### config.mk
export PLATFORM = sky130hd
export DESIGN_NAME = wdtkr_top
export DESIGN_NICKNAME = d
export VERILOG_FILES = /design/src/wdtkr_pkg.sv /design/src/wdtkr_link_if.sv /design/src/wdtkr_prescale.sv /design/src/wdtkr_rststretch.sv /design/src/wdtkr_top.sv
export SDC_FILE = /design/constraint.sdc
export NUM_CORES = 1
export LEC_CHECK = 0
export ABC_AREA = 1
export BUFFER_PORTS_ARGS = -buffer_cell sky130_fd_sc_hd__buf_2
export CORE_MARGIN = 3
export CORE_UTILIZATION = 52
export CTS_CLUSTER_DIAMETER = 100
export DETAILED_ROUTE_END_ITERATION = 8
export GPL_TIMING_DRIVEN = 0
export PLACE_DENSITY = 0.81
export SLEW_MARGIN = 10
export SYNTH_ARGS = -nofsm -noshare
export SYNTH_HDL_FRONTEND = slang
export SYNTH_HIERARCHICAL = 1
export SYNTH_SLANG_ARGS = --single-unit
### constraint.sdc
create_clock -name I_SYS_CLK -period 3.4 [get_ports I_SYS_CLK]
set_input_delay 0.17 -clock I_SYS_CLK [delete_from_list [all_inputs] [get_ports I_SYS_CLK]]
set_output_delay 0.17 -clock I_SYS_CLK [all_outputs]
set_load 0.05 [all_outputs]
### src/wdtkr_pkg.sv
// Constants, register map and state types of the keyed watchdog.
// Assumes a single 40 MHz clock and an APB master with 32-bit data.
//
// Overview of operation
// [RQ1] Any reset selects fastest rate, base clock/512
// [RQ2] Counter starts at reset release, runs freely
// [RQ3] Counter overflow without service forces system reset
// [RQ4] Correct key write clears the counter
// [RQ5] Wrong key write forces system reset immediately
// [RQ6] Control writes need check pattern 101
// [RQ7] Disable bit works only with permit bit set
// [RQ8] Permit bit clear keeps watchdog running always
// [RQ9] Seven overflow rates from three-bit prescale field
// [RQ10] Prescale decode: 00X/1, then 2 to 64
// [RQ11] Registers are 8 bits, upper bytes zero
// [RQ12] Three control registers from base 7020h
// [RQ13] Counter is 8 bits, overflow on wrap
// [RQ14] Correct key values are design parameters
`default_nettype none

package wdtkr_pkg;
	// ==========================================================
	// Register map, byte addresses
	localparam logic [15:0] WDT_BASE = 16'h7020;
	localparam logic [15:0] OFS_COUNT = 16'h0000;
	localparam logic [15:0] OFS_KEY = 16'h0004;
	localparam logic [15:0] OFS_CTRL = 16'h0008;
	localparam logic [15:0] OFS_SCS2 = 16'h000C;
	localparam logic [15:0] OFS_IRQ_STAT = 16'h0010;
	localparam logic [15:0] OFS_IRQ_EN = 16'h0014;
	localparam logic [15:0] OFS_IRQ_CLR = 16'h0018;

	// ==========================================================
	// Field positions and values
	localparam int CTRL_DIS_BIT = 6;
	localparam int CTRL_CHK_HI = 5;
	localparam int CTRL_CHK_LO = 3;
	localparam logic [2:0] CTRL_CHK_PATTERN = 3'h5;
	localparam int SCS2_PERMIT_BIT = 5;
	localparam int IRQ_OVF = 0;
	localparam int IRQ_BADKEY = 1;
	localparam int IRQ_BADCHK = 2;
	localparam logic [2:0] PS_RESET = 3'h0;
	localparam logic [7:0] CNT_RESET = 8'h00;

	// ==========================================================
	// Counts of cycles
	localparam logic [8:0] BASE_LAST = 9'h1FF;
	localparam logic [3:0] RST_PULSE_CYC = 4'h8;

	// ==========================================================
	// State types
	typedef struct packed {
		logic [7:0] cnt;
		logic [2:0] ps;
		logic dis;
		logic permit;
		logic [2:0] ist;
		logic [2:0] ien;
		logic [31:0] rdata;
	} wdtkr_top_st_t;

	typedef struct packed {
		logic [8:0] base;
		logic [5:0] sub;
	} wdtkr_pre_st_t;

	typedef struct packed {
		logic [3:0] left;
	} wdtkr_rst_st_t;
endpackage : wdtkr_pkg

`default_nettype wire

### src/wdtkr_link_if.sv
// Carrier between the watchdog core and its prescaler and reset stretcher.
// Assumes all parties run on the one system clock.
`default_nettype none

interface wdtkr_link_if;
	logic [2:0] sel;
	logic restart;
	logic tick;
	logic fire;
	logic busy;
	modport core (output sel, output restart, input tick,
		output fire, input busy);
	modport pre (input sel, input restart, output tick);
	modport rst (input fire, output busy);
endinterface : wdtkr_link_if

`default_nettype wire

### src/wdtkr_prescale.sv
// Prescaler: system clock /512 base, then /1 to /64 per select.
// Assumes select is held steady by the core between writes.
`default_nettype none

module wdtkr_prescale
	import wdtkr_pkg::*;
(
	input wire logic i_clk,
	input wire logic i_reset,
	wdtkr_link_if.pre lnk
);
	wdtkr_pre_st_t s_q;
	wdtkr_pre_st_t s_d;

	// ==========================================================
	// Select decode into a mask of low sub-divider bits
	function automatic logic [5:0] div_mask(input logic [2:0] sel);
		unique case (sel)
			3'h0, 3'h1: div_mask = 6'h00; // RQ10
			3'h2: div_mask = 6'h01;
			3'h3: div_mask = 6'h03;
			3'h4: div_mask = 6'h07;
			3'h5: div_mask = 6'h0F;
			3'h6: div_mask = 6'h1F;
			3'h7: div_mask = 6'h3F;
		endcase
	endfunction : div_mask

	// Tick once per 512 * N clocks; a mask keeps it one comparator
	assign lnk.tick = (s_q.base == BASE_LAST) &&
		((s_q.sub & div_mask(lnk.sel)) == div_mask(lnk.sel)); // RQ9

	// ==========================================================
	// Next state
	always_comb begin
		s_d = s_q;
		s_d.base = 9'(s_q.base + 9'h001);
		if (s_q.base == BASE_LAST) begin
			s_d.sub = 6'(s_q.sub + 6'h01);
		end
		if (lnk.restart) begin
			s_d = '0; // RQ1
		end
	end

	always_ff @(posedge i_clk) begin
		if (i_reset) begin
			s_q <= '0;
		end else begin
			s_q <= s_d;
		end
	end
endmodule : wdtkr_prescale

`default_nettype wire

### src/wdtkr_rststretch.sv
// Stretches a reset request into a fixed-length system reset level.
// Assumes requests may repeat; a new one restarts the length.
`default_nettype none

module wdtkr_rststretch
	import wdtkr_pkg::*;
(
	input wire logic i_clk,
	input wire logic i_reset,
	wdtkr_link_if.rst lnk
);
	wdtkr_rst_st_t s_q;
	wdtkr_rst_st_t s_d;

	assign lnk.busy = (s_q.left != 4'h0);

	// ==========================================================
	// Count down the pulse, reload on every request
	always_comb begin
		s_d = s_q;
		if (lnk.fire) begin
			s_d.left = RST_PULSE_CYC;
		end else if (s_q.left != 4'h0) begin
			s_d.left = 4'(s_q.left - 4'h1);
		end
	end

	always_ff @(posedge i_clk) begin
		if (i_reset) begin
			s_q <= '0;
		end else begin
			s_q <= s_d;
		end
	end
endmodule : wdtkr_rststretch

`default_nettype wire

### src/wdtkr_top.sv
// Keyed watchdog: APB registers, 8-bit counter, reset and interrupt.
// Assumes APB4 master on the system clock; reset out feeds system reset.
//
// Local design decisions: the APB interface to the registers and the register offsets.
`default_nettype none

module wdtkr_top
	import wdtkr_pkg::*;
#(
	parameter logic [7:0] KEY_A = 8'h55,
	parameter logic [7:0] KEY_B = 8'hAA
)
(
	input wire logic I_SYS_CLK,
	input wire logic I_RESET,
	input wire logic I_PSEL,
	input wire logic I_PENABLE,
	input wire logic I_PWRITE,
	input wire logic [15:0] I_PADDR,
	input wire logic [31:0] I_PWDATA,
	input wire logic [3:0] I_PSTRB,
	output logic [31:0] O_PRDATA,
	output logic O_PREADY,
	output logic O_PSLVERR,
	output logic O_WD_RESET,
	output logic O_IRQ
);
	wdtkr_top_st_t s_q;
	wdtkr_top_st_t s_d;
	wdtkr_link_if lnk();
	logic wr;
	logic hit;
	logic running;
	logic key_ok;
	logic ev_ovf;
	logic ev_key;
	logic ev_chk;
	logic [2:0] ofs;

	// ==========================================================
	// Address decode into register slots, 7 means unmapped
	function automatic logic [2:0] reg_slot(input logic [15:0] a);
		logic [15:0] r;
		r = 16'(a - WDT_BASE);
		unique case (r)
			OFS_COUNT: reg_slot = 3'h0; // RQ12
			OFS_KEY: reg_slot = 3'h1;
			OFS_CTRL: reg_slot = 3'h2;
			OFS_SCS2: reg_slot = 3'h3;
			OFS_IRQ_STAT: reg_slot = 3'h4;
			OFS_IRQ_EN: reg_slot = 3'h5;
			OFS_IRQ_CLR: reg_slot = 3'h6;
			default: reg_slot = 3'h7;
		endcase
	endfunction : reg_slot

	// ==========================================================
	// Submodules
	wdtkr_prescale u_pre (
		.i_clk(I_SYS_CLK),
		.i_reset(I_RESET),
		.lnk(lnk.pre)
	);

	wdtkr_rststretch u_rst (
		.i_clk(I_SYS_CLK),
		.i_reset(I_RESET),
		.lnk(lnk.rst)
	);

	// ==========================================================
	// Bus handshake; zero wait states keeps the slave simple
	assign ofs = reg_slot(I_PADDR);
	assign hit = (ofs != 3'h7);
	assign wr = I_PSEL && I_PENABLE && I_PWRITE && I_PSTRB[0] && hit;
	assign O_PREADY = 1'b1;
	assign O_PSLVERR = I_PSEL && I_PENABLE && !hit;
	assign O_PRDATA = s_q.rdata;
	assign O_WD_RESET = lnk.busy;
	assign O_IRQ = |(s_q.ist & s_q.ien);

	// Permit bit gates the disable bit; no permit, no stop
	assign running = !lnk.busy && !(s_q.dis && s_q.permit); // RQ7 RQ8
	assign key_ok = (I_PWDATA[7:0] == KEY_A) ||
		(I_PWDATA[7:0] == KEY_B); // RQ14

	// ==========================================================
	// Reset causes from counter and register writes
	always_comb begin
		ev_ovf = running && lnk.tick && (s_q.cnt == 8'hFF); // RQ3 RQ13
		ev_key = wr && (ofs == 3'h1) && !key_ok; // RQ5
		ev_chk = wr && (ofs == 3'h2) &&
			(I_PWDATA[CTRL_CHK_HI:CTRL_CHK_LO] !=
			CTRL_CHK_PATTERN); // RQ6
	end

	assign lnk.fire = ev_ovf || ev_key || ev_chk;
	assign lnk.restart = lnk.busy;
	assign lnk.sel = s_q.ps;

	// ==========================================================
	// Next state of counter, registers and read data
	always_comb begin
		s_d = s_q;
		// Counting starts on its own once reset is gone
		if (running && lnk.tick) begin
			s_d.cnt = 8'(s_q.cnt + 8'h01); // RQ2 RQ13
		end
		if (wr) begin
			unique case (ofs)
				3'h1: begin
					if (key_ok) begin
						s_d.cnt = CNT_RESET; // RQ4
					end
				end
				3'h2: begin
					if (!ev_chk) begin
						s_d.ps = I_PWDATA[2:0]; // RQ9
						s_d.dis = I_PWDATA[CTRL_DIS_BIT]; // RQ7
					end
				end
				3'h3: s_d.permit = I_PWDATA[SCS2_PERMIT_BIT];
				3'h5: s_d.ien = I_PWDATA[2:0];
				3'h6: s_d.ist = s_q.ist & ~I_PWDATA[2:0];
				default: begin
				end
			endcase
		end
		// Event set after clear, so a coinciding event survives
		s_d.ist[IRQ_OVF] = s_d.ist[IRQ_OVF] | ev_ovf;
		s_d.ist[IRQ_BADKEY] = s_d.ist[IRQ_BADKEY] | ev_key;
		s_d.ist[IRQ_BADCHK] = s_d.ist[IRQ_BADCHK] | ev_chk;
		// System reset under way: back to fastest rate, counter clear
		if (lnk.busy) begin
			s_d.cnt = CNT_RESET; // RQ1
			s_d.ps = PS_RESET; // RQ1
			s_d.dis = 1'b0;
			s_d.permit = 1'b0;
		end
		// Read data captured in setup phase, upper bytes stay zero
		if (I_PSEL && !I_PENABLE) begin
			s_d.rdata = 32'h0000_0000; // RQ11
			unique case (ofs)
				3'h0: s_d.rdata[7:0] = s_q.cnt;
				3'h2: s_d.rdata[7:0] = {1'b0, s_q.dis, 3'h0, s_q.ps};
				3'h3: s_d.rdata[SCS2_PERMIT_BIT] = s_q.permit;
				3'h4: s_d.rdata[2:0] = s_q.ist;
				3'h5: s_d.rdata[2:0] = s_q.ien;
				default: begin
				end
			endcase
		end
	end

	// Status survives the watchdog's own reset so software sees cause
	always_ff @(posedge I_SYS_CLK) begin
		if (I_RESET) begin
			s_q <= '0;
		end else begin
			s_q <= s_d;
		end
	end
endmodule : wdtkr_top

`default_nettype wire
# --- After elaboration in Yosys (flattened, before gate mapping) ---
# Memories as Yosys holds them, arrays and structs flattened. A register that Yosys moved wholly into a read port is not among the register bits.
# Cells that the tools add are included.
word_totals:
  romBits: 96
  elab_cells: 98
  regBits: 46
  n_memories: 2
  in_bits: 57
  out_inout_bits: 36
mem_list:
  columns: ["name", "words", "width", "read_ports", "rd_ports_with_merged_regs", "write_ports", "line_no", "text"]
  rows:
  - ["(no name shown)", 8, 6, 1, 1, 0, "wdtkr_prescale.sv:18", "unique case (sel)"]
  - ["(no name shown)", 8, 6, 1, 1, 0, "wdtkr_prescale.sv:18", null]
classes:
  n_eq_ne: 19
  muxes: 20
  bitwise_logic: 8
  n_reduce_logical: 33
  add_sub_neg: 5
op_table:
  columns: ["operator", "count"]
  rows:
  - ["equality test 16 x 5 -> 1 bit, second input constant", 3]
  - ["equality test 16 x 4 -> 1 bit, second input constant", 2]
  - ["2-to-1 mux 8 bit", 3]
  - ["one-hot mux 3 bit (7 select lines)", 1]
  - ["2-to-1 mux 19 bit", 1]
  - ["2-to-1 mux 3 bit", 6]
  - ["equality test 16 x 3 -> 1 bit, second input constant", 1]
  - ["equality test 8 bit, second input constant", 2]
  - ["zero test 16 bit", 1]
  - ["2-to-1 mux 4 bit", 4]
  - ["subtractor 16 x 15 -> 16 bit, second input constant", 1]
  - ["logical AND 1 bit", 15]
  - ["one-hot mux 3 bit (4 select lines)", 1]
  - ["adder 9 x 1 -> 9 bit, second input constant", 1]
  - ["equality test 3 bit, second input constant", 3]
  - ["equality test 9 bit, second input constant", 1]
  - ["adder 8 x 1 -> 8 bit, second input constant", 1]
  - ["equality test 8 x 7 -> 1 bit, second input constant", 1]
  - ["adder 6 x 1 -> 6 bit, second input constant", 1]
  - ["AND 3 bit", 2]
  - ["AND 6 bit", 1]
  - ["equality test 3 x 2 -> 1 bit, second input constant", 2]
  - ["equality test 6 bit", 1]
  - ["inequality test 3 bit, second input constant", 2]
  - ["18 further kinds", 28]

# --- Logic depth before layout (Yosys ltp) ---
# Gate-level depths: netlist of run 1.
logic_depth:
  depth_word: 11
  depth_mapped: 19
  ltp_nobuf: 19

# --- Modules after synthesis ---
# Netlist of run 1, hierarchy kept.
modules_own_cells:
  columns: ["mod", "n_inst", "seq_area_each_um2", "cells_each", "area_each_um2"]
  rows:
  - ["wdtkr_top", 1, 540.5, 339, 2148.3]
  - ["wdtkr_prescale", 1, 300.3, 94, 684.4]
  - ["wdtkr_rststretch", 1, 80.1, 27, 211.5]

# --- Worst setup path before layout of run 1 ---
# No wires, ideal clock.
synth_path:
  kind: "register to register"
  from: "register u_pre/s_q[6] (netlist bit)"
  to: "register u_rst/s_q[1] (netlist bit)"
  arrival_ps: 2438
  setup_time_ps: 139
  path_stages_with_launch: 18
  required_ps: 3261
  synth_period_minus_slack_ps: 2577
  setup_slack_ps: 823
  path_buffers: 0
  path_cell_list: "dfxtp_1 -> ha_1 -> nand2_1 -> nor2_2 -> nand4_1 -> nor2_1 -> ha_1 -> nand2_1 -> a21oi_1 -> nand2_1 -> nor2_1 -> inv_1 -> nor3_1 -> and3_1 -> nand4_1 -> nand3_1 -> or2_1 -> a211oi_2"
synth_via:
  elab_chain_cells: 7
synth_lines:
  columns: ["item", "line_no", "text"]
  rows:
  - ["from (decl)", "wdtkr_prescale.sv:12", "wdtkr_pre_st_t s_q;"]
  - ["from (signal assigned)", "wdtkr_prescale.sv:48", "s_q <= '0;"]
  - ["from (signal assigned)", "wdtkr_prescale.sv:50", "s_q <= s_d;"]
  - ["equality test 9 bit", "wdtkr_prescale.sv:30", "assign lnk.tick = (s_q.base == BASE_LAST) &&"]
  - ["logical AND 1 bit", "wdtkr_prescale.sv:30", null]
  - ["via lnk.tick", "wdtkr_link_if.sv:8", "logic tick;"]
  - ["logical AND 1 bit (2 in a row)", "wdtkr_top.sv:90", "ev_ovf = running && lnk.tick && (s_q.cnt == 8'hFF);"]
  - ["logical OR 1 bit (2 in a row)", "wdtkr_top.sv:97", "assign lnk.fire = ev_ovf || ev_key || ev_chk;"]
  - ["via lnk.fire", "wdtkr_link_if.sv:9", "logic fire;"]
  - ["OR reduction 2 bit (no source line)", null, null]
  - ["to (signal assigned)", "wdtkr_rststretch.sv:30", "s_q <= '0;"]
  - ["to (signal assigned)", "wdtkr_rststretch.sv:32", "s_q <= s_d;"]
  - ["to (decl)", "wdtkr_rststretch.sv:12", "wdtkr_rst_st_t s_q;"]
# The timed path passes the listed nets, and every way through them passes these cells.
# A chain may end at the register's enable or synchronous reset.

# --- Worst setup path after layout of run 1 ---
layout_path:
  from: "register u_pre/s_q[6] (netlist bit)"
  to: "register u_rst/s_q[2] (netlist bit)"
# The elaborated chain is that of the path after synthesis.

==> results of run 1 <==
==> Yosys cell counts (3+ instances only) <==
cell type / count
a21oi_1: 35
buf_4: 34
dfxtp_1: 46
ha_1: 7
inv_1: 53
inv_2: 7
nand2_1: 102
nand2_2: 7
nand3_1: 33
nand3_2: 3
nand4_1: 17
nor2_1: 47
nor2_2: 10
nor3_1: 6
o21ai_0: 12
o21ai_1: 8
==> worst max path at each step <==
stage,end,slack [ns]
global placement,u_rst/s_q[2],0.41
detailed placement,u_rst/s_q[2],0.32
finish,u_rst/s_q[2],0.47
global route,u_rst/s_q[2],0.01
floorplan,u_rst/s_q[1],0.82
CTS,u_rst/s_q[2],0.29
==> area by class of cell <==
class                           count  area, um2  area share (%)
Multi-Input combinational cell    341       1730            49.1
Sequential cell                    46        921            26.1
Buffer                             35        259            7.35
Inverter                           61        229            6.50
Timing Repair Buffer               40        200            5.68
Tap cell                           72       90.1            2.56
Clock buffer                        5       68.8            1.95
Clock inverter                      3       26.3           0.746
==> power by group <==
| part | switching, W | internal (W) |
|---|---|---|
| clock network | 0.000204 | 0.000153 |
| logic | 0.000305 | 0.000137 |
| registers | 0.0000211 | 0.000568 |
==> registers in the layout (all words and copies together) (netlist names) <==
signal     flops
s_q           16
u_pre/s_q     15
u_rst/s_q      4
O_PRDATA       8
lnk.sel        3
==> stage by stage <==
step	instance area [um2]	std cells	hold slack (ns)
floorplan	3130	483	0.239
global placement	3420	595	0.432
detailed placement	3420	595	0.437
CTS	3520	603	0.139
global route	3520	603	0.153
finish	3520	603	0.149
==> cells by family after synthesis <==
logic type | after synthesis
adder cells (fa/ha/maj) | 7
AO/OA/AOI/OAI | 66
XOR/XNOR | 3
AND/OR/NAND/NOR | 240
buffers and inverters | 96
other | 2
flip-flops | 46
==> routing by layer <==
metal	routed length, um	vias up
li1	-	1584
met1	2810	1337
met2	3060	70
met3	351	5
met4	46	0
met5	0	-
==> repair_timing <==
item,in CTS,in global routing
setup buffers,0,0
endpoints found under the setup margin,0,4
gates resized for setup,0,2
hold endpoints to repair,0,0
==> summary.md, run 1 <==
| Metric | Value |
|---|---|
| Post-Synth XOR/XNOR Area | `0.863%` |
| Max Fclk | `0.341 GHz` |
| Critical path, cell by cell | `ha_1 -> nand2_1 -> nor2_2 -> nand4_1 -> nor2_1 -> ha_2 -> nand2_1 -> a21oi_1 -> nand2_1 -> nor2_1 -> inv_1 -> nor3_2 -> and3_1 -> nand4_1 -> nand3_1 -> or2_1 -> nor3_1` |
| Antenna diodes | `0` |
| Critical-path top delay cell | `dfxtp_1` |
| Syn Inst Count | `460` |
| Share of layout cells above drive strength 1 | `23.4%` |
| WS Path Type | `reg2reg` |
| Via density | `4.97` |
| Pin count of the biggest net entering global routing | `18` |
| Final TNS setup | `0 ns` |
| Stages on the worst setup path | `17` |
| Yosys reg bits | `46` |
| Total CTS buffers | `5` |
| Die height | `82.5 um` |
| Reg-to-reg startpoint | `u_pre/s_q[6]` |
| Max VDD drop | `0.000335 V` |
| Routed Wire Length | `6270 um` |
| Hold crit path type | `in2reg` |
| Cell family with most CP delay | `simple AND/OR/NAND/NOR gates` |
| Leakage | `1.61 nW` |
| Number of synthesized flops with an enable pin | `0` |
| Synth Area in Simple Gates | `37.7%` |
| WHS Path Cells | `2` |
| Max capacitance violation total | `0` |
| Hold buffers post-CTS | `0` |
| Worst Hold Launch | `I_RESET` |
| Vias in the first global route | `2,568` |
| WHS Endpoint | `s_q[35]` |
| Global route overflow | `0` |
| Post-DRT Antenna Nets | `0` |
| Synth area leader | `dfxtp_1` |
| Clock buffer depth | `2` |
| Synth cell types | `39` |
| Worst Path Max Fanout | `8` |
| Post-layout net count | `594` |
| Status | `completed` |
| Initial Utilization | `54.6%` |
| Die area | `6810 um2` |
| # clock sinks | `46` |
| Boundary pin count | `93` |
| I/O Buffers | `40` |
| CTS tree | `yes` |
| Cell mode on critical path | `nand2_1` |
| Worst slack, placed | `0.320 ns` |
| Number of setup violations in the final report | `0` |
| GPL Wtd Cong | `0.958` |
| Startpoint Class | `register` |
| Mean area per synthesized cell | `6.62 um2` |
| Arrival @ worst endpoint | `3.13 ns` |
| Register area share after synthesis | `30.3%` |
| Met2 usage in global routing | `35.1%` |
| Clk_lat worst skew | `0.31 ns` |
| Mux cell area share after synthesis | `0%` |
| Final Hold Viols | `0` |
| Post-DP HPWL | `5090 um` |
| Grt met3 use | `3.47%` |
| 1st-pass router iterations | `4` |
| Syn. warnings | `6` |
| Final core area utilization | `63.2%` |
| Die width | `82.5 um` |
| Max incr delay on CP | `0.36 ns` |
| Leading cell type in the layout, fill and taps excluded | `nand2_1` |
| Complex-gate fraction of the synthesized area | `12.0%` |
| First-pass GRT wire length | `10,400 um` |
| FF-to-FF path depth | `17` |
| Rel. slew slack | `52.5%` |
| Min cycle time layout | `2.93 ns` |
| Worst-margin pin slew | `0.707 ns` |
| Met1 Usage GRT | `22.6%` |
| Total number of vias | `2,996` |
| Share of the synthesized area in the top cell type | `30.3%` |
| Crit end category | `register` |
| WP buf/inv | `1` |
| Skew final | `0.00929 ns` |
| Initial drt markers | `165` |
| Worst path required time | `3.60 ns` |
| Crit path launch | `u_pre/s_q[6]` |
| Ys async rst share | `0%` |
| GRT Util Overall | `19.0%` |
| Post-Syn Area | `3040 um2` |
| Pins Over Slew Limit | `0` |
| Clock slew at reported path FFs | `0.10 ns` |
| Core area | `5570 um2` |
| GR peak layer | `met2` |
| Reg2reg setup slack | `0.47 ns` |
| CTS Root Cell | `clkbuf_8` |
| Initial antenna violation count | `0` |
| PwrDens | `394 nW/um2` |
| DRC | `0` |
| Post-synthesis adder-cell area fraction | `2.88%` |
| Setup ws final | `0.469 ns` |
| Synthesis-to-finish area growth | `15.7%` |
| Worst reg2reg endpoint | `u_rst/s_q[2]` |
| WL/cell | `10.4 um` |
| # fillers | `529` |
| RSZ-0062 raised after global routing | `no` |
| Max H-tree Level | `2` |
| Synth area leaders | `dfxtp_1 30%, nand2_1 13%, buf_4 8.4%` |
| Primary FF master, synth | `dfxtp_1` |
| Total power | `0.00139 W` |
| # rows | `27` |
| Period utilization | `86.2%` |
| Largest family of logic cells by synthesized area | `simple AND/OR/NAND/NOR gates` |
| Most frequent cells in the layout | `102 x nand2_1, 53 x inv_1, 47 x nor2_1` |
Note: power is estimated with default switching activity, not from simulation.
==> inputs of run 2 (changes only) <==
--- a/config.mk
+++ b/config.mk
@@ -10,3 +10,3 @@
 export CORE_MARGIN = 3
-export CORE_UTILIZATION = 52
+export CORE_UTILIZATION = 47
 export CTS_CLUSTER_DIAMETER = 100
@@ -14,3 +14,3 @@
 export GPL_TIMING_DRIVEN = 0
-export PLACE_DENSITY = 0.81
+export PLACE_DENSITY = 0.77
 export SLEW_MARGIN = 10
==> constraint.sdc (replaced) <==
create_clock -name I_SYS_CLK -period 2.6 [get_ports I_SYS_CLK]
set_input_delay 0.39 -clock I_SYS_CLK [delete_from_list [all_inputs] [get_ports I_SYS_CLK]]
set_output_delay 0.39 -clock I_SYS_CLK [all_outputs]
set_load 0.05 [all_outputs]
==> summary.md, run 2 (synthesis gave the netlist of run 1 again) <==
| Metric | Value |
|---|---|
| Worst Hold Launch | `I_RESET (unchanged)` |
| Most frequent cells in the layout | `99 x nand2_1, 52 x inv_1, 47 x buf_4 (was 102 x nand2_1, 53 x inv_1, 47 x nor2_1)` |
| Total power | `0.00185 W (was 0.00139 W)` |
| GR peak layer | `met2 (unchanged)` |
| Max VDD drop | `0.000509 V (was 0.000335 V)` |
| Vias in the first global route | `2,640 (was 2,568)` |
| Max Fclk | `0.407 GHz (was 0.341 GHz)` |
| Most flops, register | `s_q (unchanged)` |
| Crit end category | `register (unchanged)` |
| Die width | `86.5 um (was 82.5 um)` |
| Min cycle time layout | `2.46 ns (was 2.93 ns)` |
| Reg-to-reg startpoint | `u_pre/s_q[7] (was u_pre/s_q[6])` |
| Period utilization | `94.5% (was 86.2%)` |
| Initial Utilization | `49.9% (was 54.6%)` |
| DRC | `0 (unchanged)` |
| PwrDens | `499 nW/um2 (was 394 nW/um2)` |
| Pins Over Slew Limit | `0 (unchanged)` |
| WL/cell | `10.7 um (was 10.4 um)` |
| Total CTS buffers | `5 (unchanged)` |
| Pin count of the biggest net entering global routing | `14 (was 18)` |
| Hold crit path type | `in2reg (unchanged)` |
| Skew final | `0.00833 ns (was 0.00929 ns)` |
| # fillers | `580 (was 529)` |
| I/O Buffers | `40 (unchanged)` |
| Max H-tree Level | `2 (unchanged)` |
| Largest register FFs | `16 (unchanged)` |
| Number of setup violations in the final report | `0 (unchanged)` |
| # rows | `28 (was 27)` |
| WHS Path Cells | `2 (unchanged)` |
| Final Hold Viols | `0 (unchanged)` |
| CTS tree | `yes (unchanged)` |
| Core area | `6100 um2 (was 5570 um2)` |
| Area after DPL | `3420 um2 (about the same)` |
| 1st-pass router iterations | `4 (unchanged)` |
| Design area | `3700 um2 (was 3520 um2)` |
| Share of layout cells above drive strength 1 | `27.4% (was 23.4%)` |
| Final instance count without filler cells | `619 (was 603)` |
| Reg2reg setup slack | `0.14 ns (was 0.47 ns)` |
| Global route overflow | `0 (unchanged)` |
| Post-DP HPWL | `5160 um (was 5090 um)` |
| Initial antenna violation count | `0 (unchanged)` |
| Clock buffer depth | `2 (unchanged)` |
| WS Path Type | `reg2reg (unchanged)` |
| Via density | `4.78 (was 4.97)` |
| Worst path required time | `2.78 ns (was 3.60 ns)` |
| Status | `completed (unchanged)` |
| Max capacitance violation total | `0 (unchanged)` |
| # clock sinks | `46 (unchanged)` |
| Rel. slew slack | `52.9% (was 52.5%)` |
| Met2 usage in global routing | `30.9% (was 35.1%)` |
| Leading cell type in the layout, fill and taps excluded | `nand2_1 (unchanged)` |
| Die height | `86.5 um (was 82.5 um)` |
| Die area | `7480 um2 (was 6810 um2)` |
| RSZ-0062 raised after global routing | `yes (was no)` |
| Met1 Usage GRT | `22.5% (was 22.6%)` |
| Leakage | `1.71 nW (was 1.61 nW)` |
| Final core area utilization | `60.7% (was 63.2%)` |
| CTS Root Cell | `clkbuf_8 (unchanged)` |
| Synthesis-to-finish area growth | `21.5% (was 15.7%)` |
| Placed instance count | `598 (was 595)` |
| Worst-margin pin slew | `0.701 ns (was 0.707 ns)` |
| Routed Wire Length | `6620 um (was 6270 um)` |
| WHS Endpoint | `s_q[35] (unchanged)` |
| Post-layout net count | `607 (was 594)` |
| GPL Wtd Cong | `0.854 (was 0.958)` |
| GRT Util Overall | `17.8% (was 19.0%)` |
| First-pass GRT wire length | `11,000 um (was 10,400 um)` |
| Clock slew at reported path FFs | `0.09 ns (was 0.10 ns)` |
| Clk_lat worst skew | `0.30 ns (was 0.31 ns)` |
| Startpoint Class | `register (unchanged)` |
| Post-DRT Antenna Nets | `0 (unchanged)` |
| Total number of vias | `2,956 (was 2,996)` |
| Initial drt markers | `164 (was 165)` |
| Worst Path Max Fanout | `3 (was 8)` |
| Final TNS setup | `0 ns (unchanged)` |
| Worst reg2reg endpoint | `u_rst/s_q[1] (was u_rst/s_q[2])` |
| FF-to-FF path depth | `17 (unchanged)` |
| Arrival @ worst endpoint | `2.63 ns (was 3.13 ns)` |
| Antenna diodes | `0 (unchanged)` |
| Boundary pin count | `93 (unchanged)` |
| Grt met3 use | `3.61% (was 3.47%)` |
run 2: worst max-delay path by stage:
stage,from,end,cells past startpoint
detailed placement,u_pre/s_q[6],u_rst/s_q[2],17
CTS,u_pre/s_q[6],u_rst/s_q[1],17
global route,u_pre/s_q[7],u_rst/s_q[1],17
finish,u_pre/s_q[7],u_rst/s_q[1],17
floorplan,u_pre/s_q[6],u_rst/s_q[1],17
global placement,u_pre/s_q[6],u_rst/s_q[2],17
run 2: critical path, stage by stage (launching register included):
cell and delay (ns):
dfxtp_2 0.36, ha_4 0.15, nand2_4 0.06, nor2_4 0.09
nand4_1 0.10, nor2_1 0.13, ha_2 0.21, nand2_2 0.05
a21oi_2 0.12, nand2_2 0.09, nor2_4 0.12, inv_2 0.06
nor3_4 0.13, and3_4 0.21, nand4_1 0.13, nand3_2 0.14
or2_4 0.14, a211oi_2 0.04
run 2: per-layer routing:
metal	part of all wire, %	wire (um)
met5	0	0
met4	0.82	54
met3	4.8	315
met2	49	3220
met1	46	3020
run 2: repair_timing:
action,in CTS,in global routing
gates resized for setup,10,13
setup endpoints to repair,8,9
hold buffers,0,0
cloned,0,0
buffers inserted,4,9
pin swaps,6,13
run 2: layout make-up:
type / count / area, um2 / area share (%)
Multi-Input combinational cell: 341 / 1800 / 48.7
Sequential cell: 46 / 926 / 25.0
Timing Repair Buffer: 53 / 300 / 8.12
Buffer: 35 / 259 / 7.00
Inverter: 61 / 229 / 6.19
Tap cell: 75 / 93.8 / 2.54
Clock buffer: 7 / 86.3 / 2.33
Clock inverter: 1 / 5.00 / 0.135
run 2: through the flow:
step | setup WS [ns] | hold slack, ns
after CTS | 0.0000144 | 0.381
after global placement | -0.359 | 0.432
final | 0.144 | 0.384
after detailed placement | -0.472 | 0.448
after global routing | -0.0798 | 0.380
after floorplan | 0.0229 | 0.418
run 2: power by group:
group	switching [W]	leakage (nW)	internal (W)
sequential	0.0000311	0.373	0.000747
combinational	0.000422	1.29	0.000192
clock	0.000240	0.0482	0.000215
